$ cat src/pwd_pkg.sv
package pwd_pkg;
  // register addresses
  localparam logic [7:0] ADDR_MISC_OPT2  = 8'h7c;
  localparam logic [7:0] ADDR_WDT_CTRL   = 8'ha0;
  localparam logic [7:0] ADDR_SLOW_TIME  = 8'ha1;
  localparam logic [7:0] ADDR_FAST_TIME  = 8'ha2;
  localparam logic [7:0] ADDR_KICK       = 8'ha3;
  localparam logic [7:0] ADDR_PIN_CTRL   = 8'ha4;
  localparam logic [7:0] ADDR_RST_CTRL   = 8'ha5;
  localparam logic [7:0] ADDR_RST_ROUTE  = 8'ha6;
  localparam logic [7:0] ADDR_WDT_STAT   = 8'ha7;
  // field positions
  localparam int PIN_WDATA_BIT   = 0;
  localparam int PIN_DIR_BIT     = 1;
  localparam int PIN_FN_LSB      = 2;
  localparam int PIN_LEVEL_BIT   = 7;
  localparam int RST_SW_BIT      = 3;
  localparam int SHORT_PULSE_BIT = 3;
  localparam int WDT_EN_BIT      = 0;
  localparam int WDT_MASK_LSB    = 1;
  localparam int KSEL_GPIO_BIT   = 4;
  localparam int KSEL_I2C_BIT    = 5;
  localparam int SHUT_LV_BIT     = 6;
  localparam int LOCK_BIT        = 7;
  localparam int TICK_LSB        = 6;
  localparam int CNT_W           = 6;
  localparam int ROUTE_SEQ_BIT   = 3;
  localparam int PG_IGN_LSB      = 4;
  localparam int SEQ_ORDER_BIT   = 6;
  // reset values and write masks
  localparam logic [7:0] PIN_CTRL_RST   = 8'h04;
  localparam logic [7:0] PIN_CTRL_WMASK = 8'h0f;
  localparam logic [7:0] CFG_RST        = 8'h00;
  // pin functions
  localparam logic [1:0] FN_LOGIC = 2'h0;
  localparam logic [1:0] FN_INIT  = 2'h1;
  localparam logic [1:0] FN_FAULT = 2'h2;
  // timing
  localparam int CLK_PERIOD_NS  = 50;
  localparam int T_LONG_MS      = 200;
  localparam int T_SHORT_MS     = 20;
  localparam int T_TICK0_US     = 100;
  localparam int T_TICK1_MS     = 1;
  localparam int T_TICK2_MS     = 10;
  localparam int T_TICK3_MS     = 100;
  localparam int LONG_CYC  = T_LONG_MS * 1000000 / CLK_PERIOD_NS;
  localparam int SHORT_CYC = T_SHORT_MS * 1000000 / CLK_PERIOD_NS;
  localparam int TICK0_CYC = T_TICK0_US * 1000 / CLK_PERIOD_NS;
  localparam int TICK1_CYC = T_TICK1_MS * 1000000 / CLK_PERIOD_NS;
  localparam int TICK2_CYC = T_TICK2_MS * 1000000 / CLK_PERIOD_NS;
  localparam int TICK3_CYC = T_TICK3_MS * 1000000 / CLK_PERIOD_NS;

  typedef enum logic [2:0] {
    PWD_WDT_IDLE    = 3'b001,
    PWD_WDT_RESTART = 3'b010,
    PWD_WDT_RUN     = 3'b100
  } pwd_wdt_state_t;
endpackage : pwd_pkg

$ cat src/pwd_pulse_gen.sv
`timescale 1ns/1ps
module pwd_pulse_gen #(
  parameter int unsigned LONG_CYC  = 4000000,
  parameter int unsigned SHORT_CYC = 400000,
  parameter int          CNT_W     = 22
) (
  input  logic ref_clk_i,
  input  logic rstn_i,
  input  logic long_i,
  input  logic short_i,
  output logic rstn_o
);
  logic [CNT_W-1:0] cnt_r, cnt_nxt;
  logic             out_r, out_nxt;

  // a retrigger never shortens a pulse already running
  always_comb begin
    cnt_nxt = (cnt_r != '0) ? cnt_r - 1'b1 : cnt_r;
    if (long_i) begin
      cnt_nxt = CNT_W'(LONG_CYC);
    end else if (short_i && cnt_r < CNT_W'(SHORT_CYC)) begin
      cnt_nxt = CNT_W'(SHORT_CYC);
    end
    out_nxt = (cnt_nxt == '0);
  end

  always_ff @(posedge ref_clk_i or negedge rstn_i) begin
    if (!rstn_i) begin
      cnt_r <= '0;
      out_r <= 1'b1;
    end else begin
      cnt_r <= cnt_nxt;
      out_r <= out_nxt;
    end
  end

  assign rstn_o = out_r;
endmodule : pwd_pulse_gen

$ cat src/pwd_wdt_timer.sv
`timescale 1ns/1ps
module pwd_wdt_timer #(
  parameter int unsigned TICK0_CYC = 2000,
  parameter int unsigned TICK1_CYC = 20000,
  parameter int unsigned TICK2_CYC = 200000,
  parameter int unsigned TICK3_CYC = 2000000,
  parameter int          PRE_W     = 22
) (
  input  logic                     ref_clk_i,
  input  logic                     rstn_i,
  input  logic                     kick_i,
  input  logic [1:0]               tick_s_i,
  input  logic [pwd_pkg::CNT_W-1:0] cnt_s_i,
  input  logic [1:0]               tick_f_i,
  input  logic [pwd_pkg::CNT_W-1:0] cnt_f_i,
  output logic [2:0]               flt_o
);
  localparam int EW = pwd_pkg::CNT_W + 1;

  function automatic logic [PRE_W-1:0] tick_last(input logic [1:0] sel);
    case (sel)
      2'h0:    tick_last = PRE_W'(TICK0_CYC - 1);
      2'h1:    tick_last = PRE_W'(TICK1_CYC - 1);
      2'h2:    tick_last = PRE_W'(TICK2_CYC - 1);
      default: tick_last = PRE_W'(TICK3_CYC - 1);
    endcase
  endfunction : tick_last

  pwd_pkg::pwd_wdt_state_t st_r, st_nxt;
  logic [PRE_W-1:0] pre_s_r, pre_s_nxt, pre_f_r, pre_f_nxt;
  logic [EW-1:0]    el_s_r, el_s_nxt, el_f_r, el_f_nxt, slow_lim;
  logic [2:0]       flt_r, flt_nxt;
  logic             restart;

  always_comb begin
    restart  = 1'b0;
    flt_nxt  = 3'h0;
    st_nxt   = st_r;
    // restart window is twice the slow interval
    slow_lim = (st_r == pwd_pkg::PWD_WDT_RESTART) ? {cnt_s_i, 1'b0}
                                                  : {1'b0, cnt_s_i};
    pre_s_nxt = (pre_s_r == tick_last(tick_s_i)) ? '0 : pre_s_r + 1'b1;
    pre_f_nxt = (pre_f_r == tick_last(tick_f_i)) ? '0 : pre_f_r + 1'b1;
    el_s_nxt  = el_s_r;
    el_f_nxt  = el_f_r;
    if (pre_s_r == tick_last(tick_s_i) && !(&el_s_r)) el_s_nxt = el_s_r + 1'b1;
    if (pre_f_r == tick_last(tick_f_i) && !(&el_f_r)) el_f_nxt = el_f_r + 1'b1;
    case (st_r)
      pwd_pkg::PWD_WDT_IDLE: begin
        if (kick_i && cnt_s_i != '0) begin
          st_nxt = pwd_pkg::PWD_WDT_RESTART;
        end
        restart = kick_i;
      end
      pwd_pkg::PWD_WDT_RESTART, pwd_pkg::PWD_WDT_RUN: begin
        if (cnt_s_i == '0) begin
          st_nxt = pwd_pkg::PWD_WDT_IDLE;
        end else if (kick_i) begin
          restart = 1'b1;
          if (cnt_f_i != '0 && el_f_r < {1'b0, cnt_f_i}) begin
            flt_nxt[2] = 1'b1;
            st_nxt     = pwd_pkg::PWD_WDT_RESTART;
          end else begin
            st_nxt = pwd_pkg::PWD_WDT_RUN;
          end
        end else if (el_s_r >= slow_lim) begin
          restart = 1'b1;
          flt_nxt[0] = (st_r == pwd_pkg::PWD_WDT_RESTART);
          flt_nxt[1] = (st_r == pwd_pkg::PWD_WDT_RUN);
          st_nxt     = pwd_pkg::PWD_WDT_RESTART;
        end
      end
      default: st_nxt = pwd_pkg::PWD_WDT_IDLE;
    endcase
    if (restart) begin
      pre_s_nxt = '0;
      pre_f_nxt = '0;
      el_s_nxt  = '0;
      el_f_nxt  = '0;
    end
  end

  always_ff @(posedge ref_clk_i or negedge rstn_i) begin
    if (!rstn_i) begin
      st_r    <= pwd_pkg::PWD_WDT_IDLE;
      pre_s_r <= '0;
      pre_f_r <= '0;
      el_s_r  <= '0;
      el_f_r  <= '0;
      flt_r   <= 3'h0;
    end else begin
      st_r    <= st_nxt;
      pre_s_r <= pre_s_nxt;
      pre_f_r <= pre_f_nxt;
      el_s_r  <= el_s_nxt;
      el_f_r  <= el_f_nxt;
      flt_r   <= flt_nxt;
    end
  end

  assign flt_o = flt_r;
endmodule : pwd_wdt_timer

$ cat src/pwd_top.sv
`timescale 1ns/1ps
// Summary of operation
// pin level readable in control bit 7
// logic output drives the write-data level
// pin is always open-drain
// reset function: released, low after init
// host changes pin setup only after init; the code accepts pin control writes at any time
// input direction overrides pin function
// power-good loss pulses fault reset low
// ignore option drops last outputs of sequence
// high-voltage power-good is never ignored
// watchdog or sequence fault may pulse reset
// shutdown faults pulse reset at once
// reset pulse 200ms, optional 20ms
// short pulse select in option bit 3
// three watchdog faults, each with mask
// slow interval is tick times count
// restart fault uses twice slow interval
// arm on first kick, set status
// disabled watchdog records but never shuts down
// kicks from pin, register, or both
// shutdown all outputs or low-voltage only
// lockout freezes watchdog settings until reset
// write bit 3 gives one reset pulse
// status bits stick until cleared
// early kick raises too-fast fault
module pwd_top #(
  parameter int unsigned LONG_CYC  = pwd_pkg::LONG_CYC,
  parameter int unsigned SHORT_CYC = pwd_pkg::SHORT_CYC,
  parameter int unsigned TICK0_CYC = pwd_pkg::TICK0_CYC,
  parameter int unsigned TICK1_CYC = pwd_pkg::TICK1_CYC,
  parameter int unsigned TICK2_CYC = pwd_pkg::TICK2_CYC,
  parameter int unsigned TICK3_CYC = pwd_pkg::TICK3_CYC
) (
  input  logic       ref_clk_i,
  input  logic       rstn_i,
  input  logic       reg_wr_i,
  input  logic       reg_rd_i,
  input  logic [7:0] reg_addr_i,
  input  logic [7:0] reg_wdata_i,
  output logic [7:0] reg_rdata_o,
  input  logic [3:0] power_good_i,
  input  logic       init_done_i,
  input  logic       seq_fault_i,
  input  logic       shutdown_fault_i,
  input  logic       gpio_pin_i,
  output logic       gpio_pin_o,
  output logic       gpio_pin_oe_o,
  output logic       fault_rstn_o,
  output logic       wdt_shut_all_o,
  output logic       wdt_shut_lv_o
);
  // power_good_i: 0 hv output, 1 lv buck a, 2 lv buck b, 3 lv linear
  function automatic logic [2:0] ign_mask(input logic [1:0] opt,
                                          input logic       order);
    case (opt)
      2'h0:    ign_mask = 3'h0;
      2'h1:    ign_mask = order ? 3'h2 : 3'h4;
      2'h2:    ign_mask = order ? 3'h3 : 3'h6;
      default: ign_mask = 3'h7;
    endcase
  endfunction : ign_mask

  logic [7:0] misc2_r, misc2_nxt;
  logic [7:0] pin_ctrl_r, pin_ctrl_nxt;
  logic [7:0] wdt_ctrl_r, wdt_ctrl_nxt;
  logic [7:0] slow_r, slow_nxt;
  logic [7:0] fast_r, fast_nxt;
  logic [7:0] route_r, route_nxt;
  logic [2:0] stat_r, stat_nxt;
  logic [7:0] rdata_r, rdata_nxt;
  logic [4:0] sync1_r, sync2_r;
  logic       pin_d_r;
  logic [3:0] pg_bad_r;
  logic       seq_d_r, shut_d_r;
  logic       oe_r, oe_nxt;
  logic       gpio_out_r;
  logic       shut_all_r, shut_all_nxt;
  logic       shut_lv_r, shut_lv_nxt;

  logic       locked, pin_level, pin_rise, kick, wdt_hit;
  logic [2:0] wdt_flt, stat_clr;
  logic [3:0] pg_bad;
  logic       pg_new, route_hit, sw_pulse, short_sel;
  logic       long_trig, short_trig;
  logic [1:0] pin_fn;

  assign locked    = wdt_ctrl_r[pwd_pkg::LOCK_BIT];
  assign pin_level = sync2_r[4];
  assign pin_rise  = sync2_r[4] && !pin_d_r;
  assign pin_fn    = pin_ctrl_r[pwd_pkg::PIN_FN_LSB +: 2];
  assign stat_clr  = (reg_wr_i && reg_addr_i == pwd_pkg::ADDR_WDT_STAT)
                     ? reg_wdata_i[2:0] : 3'h0;
  assign sw_pulse  = reg_wr_i && reg_addr_i == pwd_pkg::ADDR_RST_CTRL &&
                     reg_wdata_i[pwd_pkg::RST_SW_BIT];
  assign short_sel = misc2_r[pwd_pkg::SHORT_PULSE_BIT];

  // kick sources as selected
  assign kick = (wdt_ctrl_r[pwd_pkg::KSEL_I2C_BIT] && reg_wr_i &&
                 reg_addr_i == pwd_pkg::ADDR_KICK) ||
                (wdt_ctrl_r[pwd_pkg::KSEL_GPIO_BIT] && pin_rise);

  // hv power-good always counts; lv ones follow the ignore option
  assign pg_bad = ~sync2_r[3:0] &
                  {~ign_mask(route_r[pwd_pkg::PG_IGN_LSB +: 2],
                             route_r[pwd_pkg::SEQ_ORDER_BIT]), 1'b1};
  assign pg_new = |(pg_bad & ~pg_bad_r);

  assign route_hit = |(wdt_flt & route_r[2:0]) ||
                     (route_r[pwd_pkg::ROUTE_SEQ_BIT] &&
                      seq_fault_i && !seq_d_r);
  // fault onsets only; a fault still present gives no second pulse
  assign long_trig  = pg_new || sw_pulse || (shutdown_fault_i && !shut_d_r) ||
                      (route_hit && !short_sel);
  assign short_trig = route_hit && short_sel;

  assign wdt_hit = wdt_ctrl_r[pwd_pkg::WDT_EN_BIT] &&
                   |(wdt_flt & wdt_ctrl_r[pwd_pkg::WDT_MASK_LSB +: 3]);

  // register file
  always_comb begin
    misc2_nxt    = misc2_r;
    pin_ctrl_nxt = pin_ctrl_r;
    wdt_ctrl_nxt = wdt_ctrl_r;
    slow_nxt     = slow_r;
    fast_nxt     = fast_r;
    route_nxt    = route_r;
    rdata_nxt    = rdata_r;
    if (reg_wr_i) begin
      case (reg_addr_i)
        pwd_pkg::ADDR_MISC_OPT2: misc2_nxt = reg_wdata_i;
        pwd_pkg::ADDR_PIN_CTRL:
          pin_ctrl_nxt = reg_wdata_i & pwd_pkg::PIN_CTRL_WMASK;
        pwd_pkg::ADDR_WDT_CTRL: if (!locked) wdt_ctrl_nxt = reg_wdata_i;
        pwd_pkg::ADDR_SLOW_TIME: if (!locked) slow_nxt = reg_wdata_i;
        pwd_pkg::ADDR_FAST_TIME: if (!locked) fast_nxt = reg_wdata_i;
        pwd_pkg::ADDR_RST_ROUTE:
          route_nxt = locked ? {reg_wdata_i[7:3], route_r[2:0]}
                             : reg_wdata_i;
        default: ;
      endcase
    end
    // a fault in the clearing cycle stays set
    stat_nxt = (stat_r & ~stat_clr) | wdt_flt;
    if (reg_rd_i) begin
      case (reg_addr_i)
        pwd_pkg::ADDR_MISC_OPT2: rdata_nxt = misc2_r;
        pwd_pkg::ADDR_WDT_CTRL:  rdata_nxt = wdt_ctrl_r;
        pwd_pkg::ADDR_SLOW_TIME: rdata_nxt = slow_r;
        pwd_pkg::ADDR_FAST_TIME: rdata_nxt = fast_r;
        pwd_pkg::ADDR_PIN_CTRL:  rdata_nxt = {pin_level, pin_ctrl_r[6:0]};
        pwd_pkg::ADDR_RST_ROUTE: rdata_nxt = route_r;
        pwd_pkg::ADDR_WDT_STAT:  rdata_nxt = {5'h00, stat_r};
        default:                 rdata_nxt = 8'h00;
      endcase
    end
  end

  always_ff @(posedge ref_clk_i or negedge rstn_i) begin
    if (!rstn_i) begin
      misc2_r    <= pwd_pkg::CFG_RST;
      pin_ctrl_r <= pwd_pkg::PIN_CTRL_RST;
      wdt_ctrl_r <= pwd_pkg::CFG_RST;
      slow_r     <= pwd_pkg::CFG_RST;
      fast_r     <= pwd_pkg::CFG_RST;
      route_r    <= pwd_pkg::CFG_RST;
      stat_r     <= 3'h0;
      rdata_r    <= 8'h00;
    end else begin
      misc2_r    <= misc2_nxt;
      pin_ctrl_r <= pin_ctrl_nxt;
      wdt_ctrl_r <= wdt_ctrl_nxt;
      slow_r     <= slow_nxt;
      fast_r     <= fast_nxt;
      route_r    <= route_nxt;
      stat_r     <= stat_nxt;
      rdata_r    <= rdata_nxt;
    end
  end

  // pin driver and shutdown requests
  always_comb begin
    if (pin_ctrl_r[pwd_pkg::PIN_DIR_BIT]) begin
      oe_nxt = 1'b0;
    end else begin
      case (pin_fn)
        pwd_pkg::FN_LOGIC: oe_nxt = !pin_ctrl_r[pwd_pkg::PIN_WDATA_BIT];
        pwd_pkg::FN_INIT:  oe_nxt = init_done_i;
        pwd_pkg::FN_FAULT: oe_nxt = |stat_r;
        default:           oe_nxt = !pin_ctrl_r[pwd_pkg::PIN_WDATA_BIT];
      endcase
    end
    shut_all_nxt = wdt_hit && !wdt_ctrl_r[pwd_pkg::SHUT_LV_BIT];
    shut_lv_nxt  = wdt_hit && wdt_ctrl_r[pwd_pkg::SHUT_LV_BIT];
  end

  // pin and power-good inputs are asynchronous, two flops first
  always_ff @(posedge ref_clk_i or negedge rstn_i) begin
    if (!rstn_i) begin
      sync1_r    <= 5'h1f;
      sync2_r    <= 5'h1f;
      pin_d_r    <= 1'b1;
      pg_bad_r   <= 4'h0;
      seq_d_r    <= 1'b0;
      shut_d_r   <= 1'b0;
      oe_r       <= 1'b0;
      gpio_out_r <= 1'b0;
      shut_all_r <= 1'b0;
      shut_lv_r  <= 1'b0;
    end else begin
      sync1_r    <= {gpio_pin_i, power_good_i};
      sync2_r    <= sync1_r;
      pin_d_r    <= sync2_r[4];
      pg_bad_r   <= pg_bad;
      seq_d_r    <= seq_fault_i;
      shut_d_r   <= shutdown_fault_i;
      oe_r       <= oe_nxt;
      gpio_out_r <= 1'b0;
      shut_all_r <= shut_all_nxt;
      shut_lv_r  <= shut_lv_nxt;
    end
  end

  assign reg_rdata_o    = rdata_r;
  assign gpio_pin_o     = gpio_out_r;
  assign gpio_pin_oe_o  = oe_r;
  assign wdt_shut_all_o = shut_all_r;
  assign wdt_shut_lv_o  = shut_lv_r;

  pwd_wdt_timer #(
    .TICK0_CYC (TICK0_CYC),
    .TICK1_CYC (TICK1_CYC),
    .TICK2_CYC (TICK2_CYC),
    .TICK3_CYC (TICK3_CYC)
  ) u_wdt (
    .ref_clk_i (ref_clk_i),
    .rstn_i    (rstn_i),
    .kick_i    (kick),
    .tick_s_i  (slow_r[pwd_pkg::TICK_LSB +: 2]),
    .cnt_s_i   (slow_r[pwd_pkg::CNT_W-1:0]),
    .tick_f_i  (fast_r[pwd_pkg::TICK_LSB +: 2]),
    .cnt_f_i   (fast_r[pwd_pkg::CNT_W-1:0]),
    .flt_o     (wdt_flt)
  );

  pwd_pulse_gen #(
    .LONG_CYC  (LONG_CYC),
    .SHORT_CYC (SHORT_CYC),
    .CNT_W     ($clog2(LONG_CYC + 1))
  ) u_pulse (
    .ref_clk_i (ref_clk_i),
    .rstn_i    (rstn_i),
    .long_i    (long_trig),
    .short_i   (short_trig),
    .rstn_o    (fault_rstn_o)
  );
endmodule : pwd_top

$ cat config.mk
export PLATFORM = sky130hd
export DESIGN_NAME = pwd_top
export DESIGN_NICKNAME = d
export VERILOG_FILES = /design/src/pwd_pkg.sv /design/src/pwd_pulse_gen.sv /design/src/pwd_wdt_timer.sv /design/src/pwd_top.sv
export SDC_FILE = /design/constraint.sdc
export NUM_CORES = 1
export LEC_CHECK = 0
export BUFFER_PORTS_ARGS = -buffer_cell sky130_fd_sc_hd__buf_4
export CORE_UTILIZATION = 35
export CTS_CLUSTER_DIAMETER = 50
export DETAILED_ROUTE_END_ITERATION = 8
export MAX_ROUTING_LAYER = met4
export PLACE_DENSITY = 0.61
export SYNTH_ARGS = -nofsm -noshare
export SYNTH_HDL_FRONTEND = slang
export SYNTH_SLANG_ARGS = --single-unit
$ cat constraint.sdc
create_clock -name ref_clk_i -period 3.88 [get_ports ref_clk_i]
set_input_delay 0.194 -clock ref_clk_i [delete_from_list [all_inputs] [get_ports ref_clk_i]]
set_output_delay 0.194 -clock ref_clk_i [all_outputs]
set_load 0.005 [all_outputs]
# Word level (Yosys, flattened, before mapping)
# Index checks and enable logic that the tools add are counted.
# op_classes
n_reduce_logical	59
eq_ne	24
magnitude_cmp	3
muxes	38
bitwise_logic	11
addsub	5
# ops
operator	count
$mux 22	7
$pmux 21 s3	2
$eq 8x8->1 const B	8
$pmux 8 s7	1
$add 22x1->22 const B	2
$eq 22x21->1	2
$mux 7	5
$mux 3	10
$logic_not 22->1	1
$lt 22x19->1 const B	1
$reduce_bool 22->1	1
$sub 22x1->22 const B	1
$logic_and 1x1->1	20
$add 7x1->7 const B	2
$reduce_and 7->1	2
$reduce_and 3->1	4
$reduce_bool 6->1	2
$reduce_and 2->1	5
$and 3x3->3	3
$pmux 3 s3	1
$reduce_or 3->1	3
$and 4x4->4	2
$eq 2x1->1 const B	4
$eq 2x2->1 const B	4
24 further kinds	47
# totals
word_cells	167
reg_bits	162
in_bits	28
output_inout_bits	13

# Depth between registers and ports, before layout
# logic_depth
word_depth	11
depth_mapped	12

# By module
# Synthesis repeated with hierarchy kept, for this count alone.
# hier_totals
hier_cells	846
hier_area_um2	8805.9
# by_module_without_submodules
module	area_each_um2	cells_each	n_inst
pwd_wdt_timer	3900.0	411	1
pwd_top	3450.8	273	1
pwd_pulse_gen	1455.1	162	1

# Worst setup path after synthesis
# Ideal clock, no wire load.
# synth_timing
path_type	reg-to-reg
from	reg u_wdt.st_r[2]
to	reg u_wdt.el_f_r[0]
synth_period_minus_slack_ns	3.219
path_slack_ns	0.661
arrival_ns	3.132
setup_time_ns	0.086
path_stages_with_launch	12
path_cell_list	dfrtp_1 -> clkbuf_1 -> nor3b_1 -> mux2i_1 -> ha_1 -> and3_1 -> a221oi_1 -> o21a_1 -> a21oi_1 -> clkbuf_1 -> clkbuf_1 -> nor3_1
# synth_via
elab_chain_cells	8
elab_cells_between_ends	12
# synth_lines
item	line_no	text
start, declared	pwd_wdt_timer.sv:29	pwd_pkg::pwd_wdt_state_t st_r, st_nxt;
start signal, assigned	pwd_wdt_timer.sv:85	st_r <= pwd_pkg::PWD_WDT_IDLE;
start signal, assigned	pwd_wdt_timer.sv:92	st_r <= st_nxt;
$eq 3x2->1	pwd_wdt_timer.sv:40, pwd_wdt_timer.sv:48	
$mux 7	pwd_wdt_timer.sv:40	slow_lim = (st_r == pwd_pkg::PWD_WDT_RESTART) ? {cnt_s_i, 1'b0}
$ge 7x7->1	pwd_wdt_timer.sv:66	end else if (el_s_r >= slow_lim) begin
$mux 1	pwd_wdt_timer.sv:66	
$mux 1	pwd_wdt_timer.sv:58	end else if (kick_i) begin
$mux 1	pwd_wdt_timer.sv:56	if (cnt_s_i == '0) begin
$pmux 1 s2 (*)	pwd_wdt_timer.sv:48	case (st_r)
$mux 7 or $reduce_bool 2->1 (tied branches)	--	
end signal, assigned	pwd_wdt_timer.sv:96	el_f_r <= el_f_nxt;
end, declared	pwd_wdt_timer.sv:31	logic [EW-1:0] el_s_r, el_s_nxt, el_f_r, el_f_nxt, slow_lim;
# Mark *: on every way between the ends. The rest lies on a longest branch, timed or not.
# A chain may end at the register's enable or synchronous reset.

# Worst setup path after layout
# layout_timing
from	reg u_wdt.st_r[1]
to	reg u_wdt.pre_f_r[5]
# layout_via
elab_chain_cells	8
elab_cells_between_ends	11
# layout_lines
item	line_no	text
$eq 3x2->1	pwd_wdt_timer.sv:40, pwd_wdt_timer.sv:48	
$mux 7	pwd_wdt_timer.sv:40	
$ge 7x7->1	pwd_wdt_timer.sv:66	
$mux 1	pwd_wdt_timer.sv:66	
$mux 1	pwd_wdt_timer.sv:58	
$mux 1	pwd_wdt_timer.sv:56	
$pmux 1 s2 (*)	pwd_wdt_timer.sv:48	
$mux 22 (*)	pwd_wdt_timer.sv:75	if (restart) begin
named net u_wdt.pre_f_nxt[5]	pwd_wdt_timer.sv:30	logic [PRE_W-1:0] pre_s_r, pre_s_nxt, pre_f_r, pre_f_nxt;
end signal, assigned	pwd_wdt_timer.sv:94	pre_f_r <= pre_f_nxt;
end, declared	pwd_wdt_timer.sv:30	
# The timed path passes the listed nets; every way through them passes the cells marked *.

==> key figures <==
Status
  • Run status: finished, final reports clean

Detailed routing
  • Antenna Nets Post-Route: 0
  • Residual DRC: 0
  • Vias after detailed routing: 6550
  • Initial DRC Count: 433
  • Total routed wirelength: 19740 um
  • Via-per-instance ratio: 5.472
  • First drt pass iteration count: 8
  • Routed WL per cell: 16.49 um

Timing
  • Worst Tran Pin Value: 0.8810 ns
  • Shortest period the worst path allows: 3.073 ns
  • Max Freq: 0.3255 GHz
  • Period utilization: 79.19%
  • Setup TNS: 0 ns
  • RSZ-0062 raised after global routing: no
  • Worst slew margin: 41.27%
  • Final Hold Fails: 0
  • Clk_skew: 0.01001 ns
  • Pins Over Slew Limit: 0
  • Final setup vio count: 0

Synthesis
  • Cell count after synthesis: 818
  • Sequential-to-total area share from yosys stat: 46.87%
  • Post-synth net total: 876
  • Mapped cell area: 0.008686 mm2
  • Avg Inst Size Synth: 10.62 um2
  • YS warnings: 0
  • Ys async rst share: 100.0%
  • Post-synthesis register bit count: 162
  • Leading register cell type out of synthesis: dfrtp_1
  • Synth unique cells: 77
  • Post-synth EDFFs: 0

Critical path
  • Data required time of the worst path: 4.19 ns
  • Crit-path max FO: 39
  • Cells on worst reg2reg path: 10
  • Crit. End Element: flip-flop
  • Crit start category: flip-flop
  • Arrival time worst endpoint: 3.38 ns
  • WS Path Type: flip-flop to flip-flop

Cells and area
  • Most common cell after layout, fill and taps aside: dfrtp_1
  • Share of cells above drive strength 1: 17.30%
  • Final cell count without fillers: 1197
  • Final nets: 918
  • Area delta synth->final: 14.95%
  • Most frequent cells in the layout: 148 x dfrtp_1, 49 x buf_4, 48 x nor3_1, 48 x xnor2_1, 47 x nor4_1
  • Diodes inserted: 0
  • Utilization of the core after routing: 41.06%

Global route
  • Initial antenna violation count: 0
  • Largest net degree at the start of global routing: 96
  • Vias in the first global route: 6412
  • Global route overflow: 0
  • First-pass GRT wire length: 33990 um
  • Total track usage: 17.01%

Placement
  • Final HPWL DP: 13780 um
  • IO Port Bufs: 39
  • Placed cells: 1157
  • Gpl congestion: 0.9052

Pwr
  • P per Cell Area: 414.3 mW/mm2
  • Leak pwr: 4.216 nW
  • Peak supply drop: 0.0003087 V
  • Pwr Total: 4.137 mW

Min path
  • Hold Path Cell Cnt: 2
  • HP Class: primary input to flip-flop

Clock tree
  • Htree depth: 4
  • Num CTS Buffers: 17
  • Resize count post-CTS: 0
  • Num Clock Sinks: 162
  • Worst-Skew Late Latency: 0.43 ns
  • CTS Root Cell: clkbuf_16
  • Max clock buf depth: 2
  • CTS tree: done
  • Clock-pin slew on the worst setup and hold paths: 0.06 ns

Floorplanning
  • Die area: 0.02545 mm2
  • Die Y-Extent: 159.5 um
  • Top Ports: 41
  • CORE AREA: 0.02432 mm2
  • Die width: 159.5 um
  • Cell row count: 57
  • Initial Utilization: 35.72%

Run
  • Max Cap Viol: 0
-- registers in the layout, summed over array words and instances, names as in the netlist, 5 cells and up --
register / cells
u_wdt.el_f_r: 7
u_pulse.cnt_r: 22
u_wdt.pre_s_r: 22
u_wdt.el_s_r: 7
fast_r: 8
sync1_r: 5
misc2_r: 8
reg_rdata_o: 8
u_wdt.pre_f_r: 22
sync2_r: 5
slow_r: 8
route_r: 8
wdt_ctrl_r: 8
-- path summary, 6_finish.rpt --
path                               start                to  slack, ns
max                        u_wdt.st_r[1]  u_wdt.pre_f_r[5]       0.81
min                             reg_rd_i    reg_rdata_o[6]       0.02
max reg2reg                u_wdt.st_r[1]  u_wdt.pre_f_r[5]       0.81
min reg2reg                   sync1_r[1]        sync2_r[1]       0.35
max in group asynchronous         rstn_i        sync1_r[4]       2.37
min in group asynchronous         rstn_i     pin_ctrl_r[1]       0.43
-- cell type report --
cell class              instances  area (um2)
flip-flops and latches        162        4071
inverters                      39       146.4
fillers                      2326       14340
repair buffers                 58       459.2
multi-input cells             582        4323
well taps                     324       405.4
clock buffers                  19       452.9
clock inverters                13       126.4
-- where the power goes --
part           leakage, nW  switching, mW  internal [mW]  total, mW
clock network        0.261          0.718          0.925       1.64
logic                 1.85          0.283          0.258      0.541
registers             2.11          0.138           1.81       1.95
-- layer usage --
| layer | part of all wire [%] | vias to the layer above | global-route usage (%) |
|---|---|---|---|
| met5 | 0 | - | - |
| met4 | 1.2 | 0 | 4.720 |
| met3 | 3.8 | 23 | 3.230 |
| met2 | 47 | 128 | 26.02 |
| met1 | 48 | 3263 | 22.94 |
| li1 | - | 3136 | - |
-- metrics by stage --
stage / setup slack [ns] / hold slack (ns) / instance area [um2]
6_report: 0.8074 / 0.01970 / 9985
3_3_place_gp: 0.9325 / 0.3031 / 9325
4_1_cts: 0.8046 / 0.001116 / 9985
5_1_grt: 0.5405 / 0.01893 / 9985
3_5_place_dp: 0.8309 / 0.3052 / 9325
2_1_floorplan: 0.6613 / -0.1016 / 8686
-- critical path, stage by stage, from the launching register on --
cell and delay [ns]:
dfrtp_1 0.46, nor3b_1 0.22, buf_4 0.20, mux2i_1 0.21
ha_1 0.26, and3_1 0.19, a221oi_1 0.34, o21a_1 0.24
a21oi_4 0.16, buf_4 0.31, nor4_1 0.36
-- kinds of logic after synthesis --
group	synth area share, %
fa+ha+maj	4.322
buf+inv	3.558
xor+xnor	7.361
simple gates	21.42
other cells	0.04317
compound gates	8.773
mux	7.649
flops	46.87
-- repair_timing --
item,in CTS,in global routing
hold buffers,8,0
endpoints found under the hold margin,97,0
setup buffers,0,0
endpoints found under the setup margin,0,0
-- cell usage after synthesis (all sizes together) (7+ instances only) --
library cell,count,area [um2]
dfrtp,148,3704
nor4,50,340.3
nor3,49,256.5
xnor2,48,420.4
nor2,43,161.4
mux2,41,461.7
inv,39,146.4
nand2,39,148.9
ha,30,375.4
clkbuf,26,97.59
nand3,26,130.1
xor2,25,219.0
o21ai,16,80.08
nand4,15,93.84
a21oi,14,70.07
and3,14,87.58
dfstp,14,367.9
and4,11,96.34
nand2b,11,68.82
or4,11,86.33
o22ai,10,62.56
a211oi,9,67.56
a21o,9,67.56
a222oi,9,90.09
buf,9,65.06
mux2i,9,90.09
nor2b,7,43.79
(Power assumes the default switching activity.)
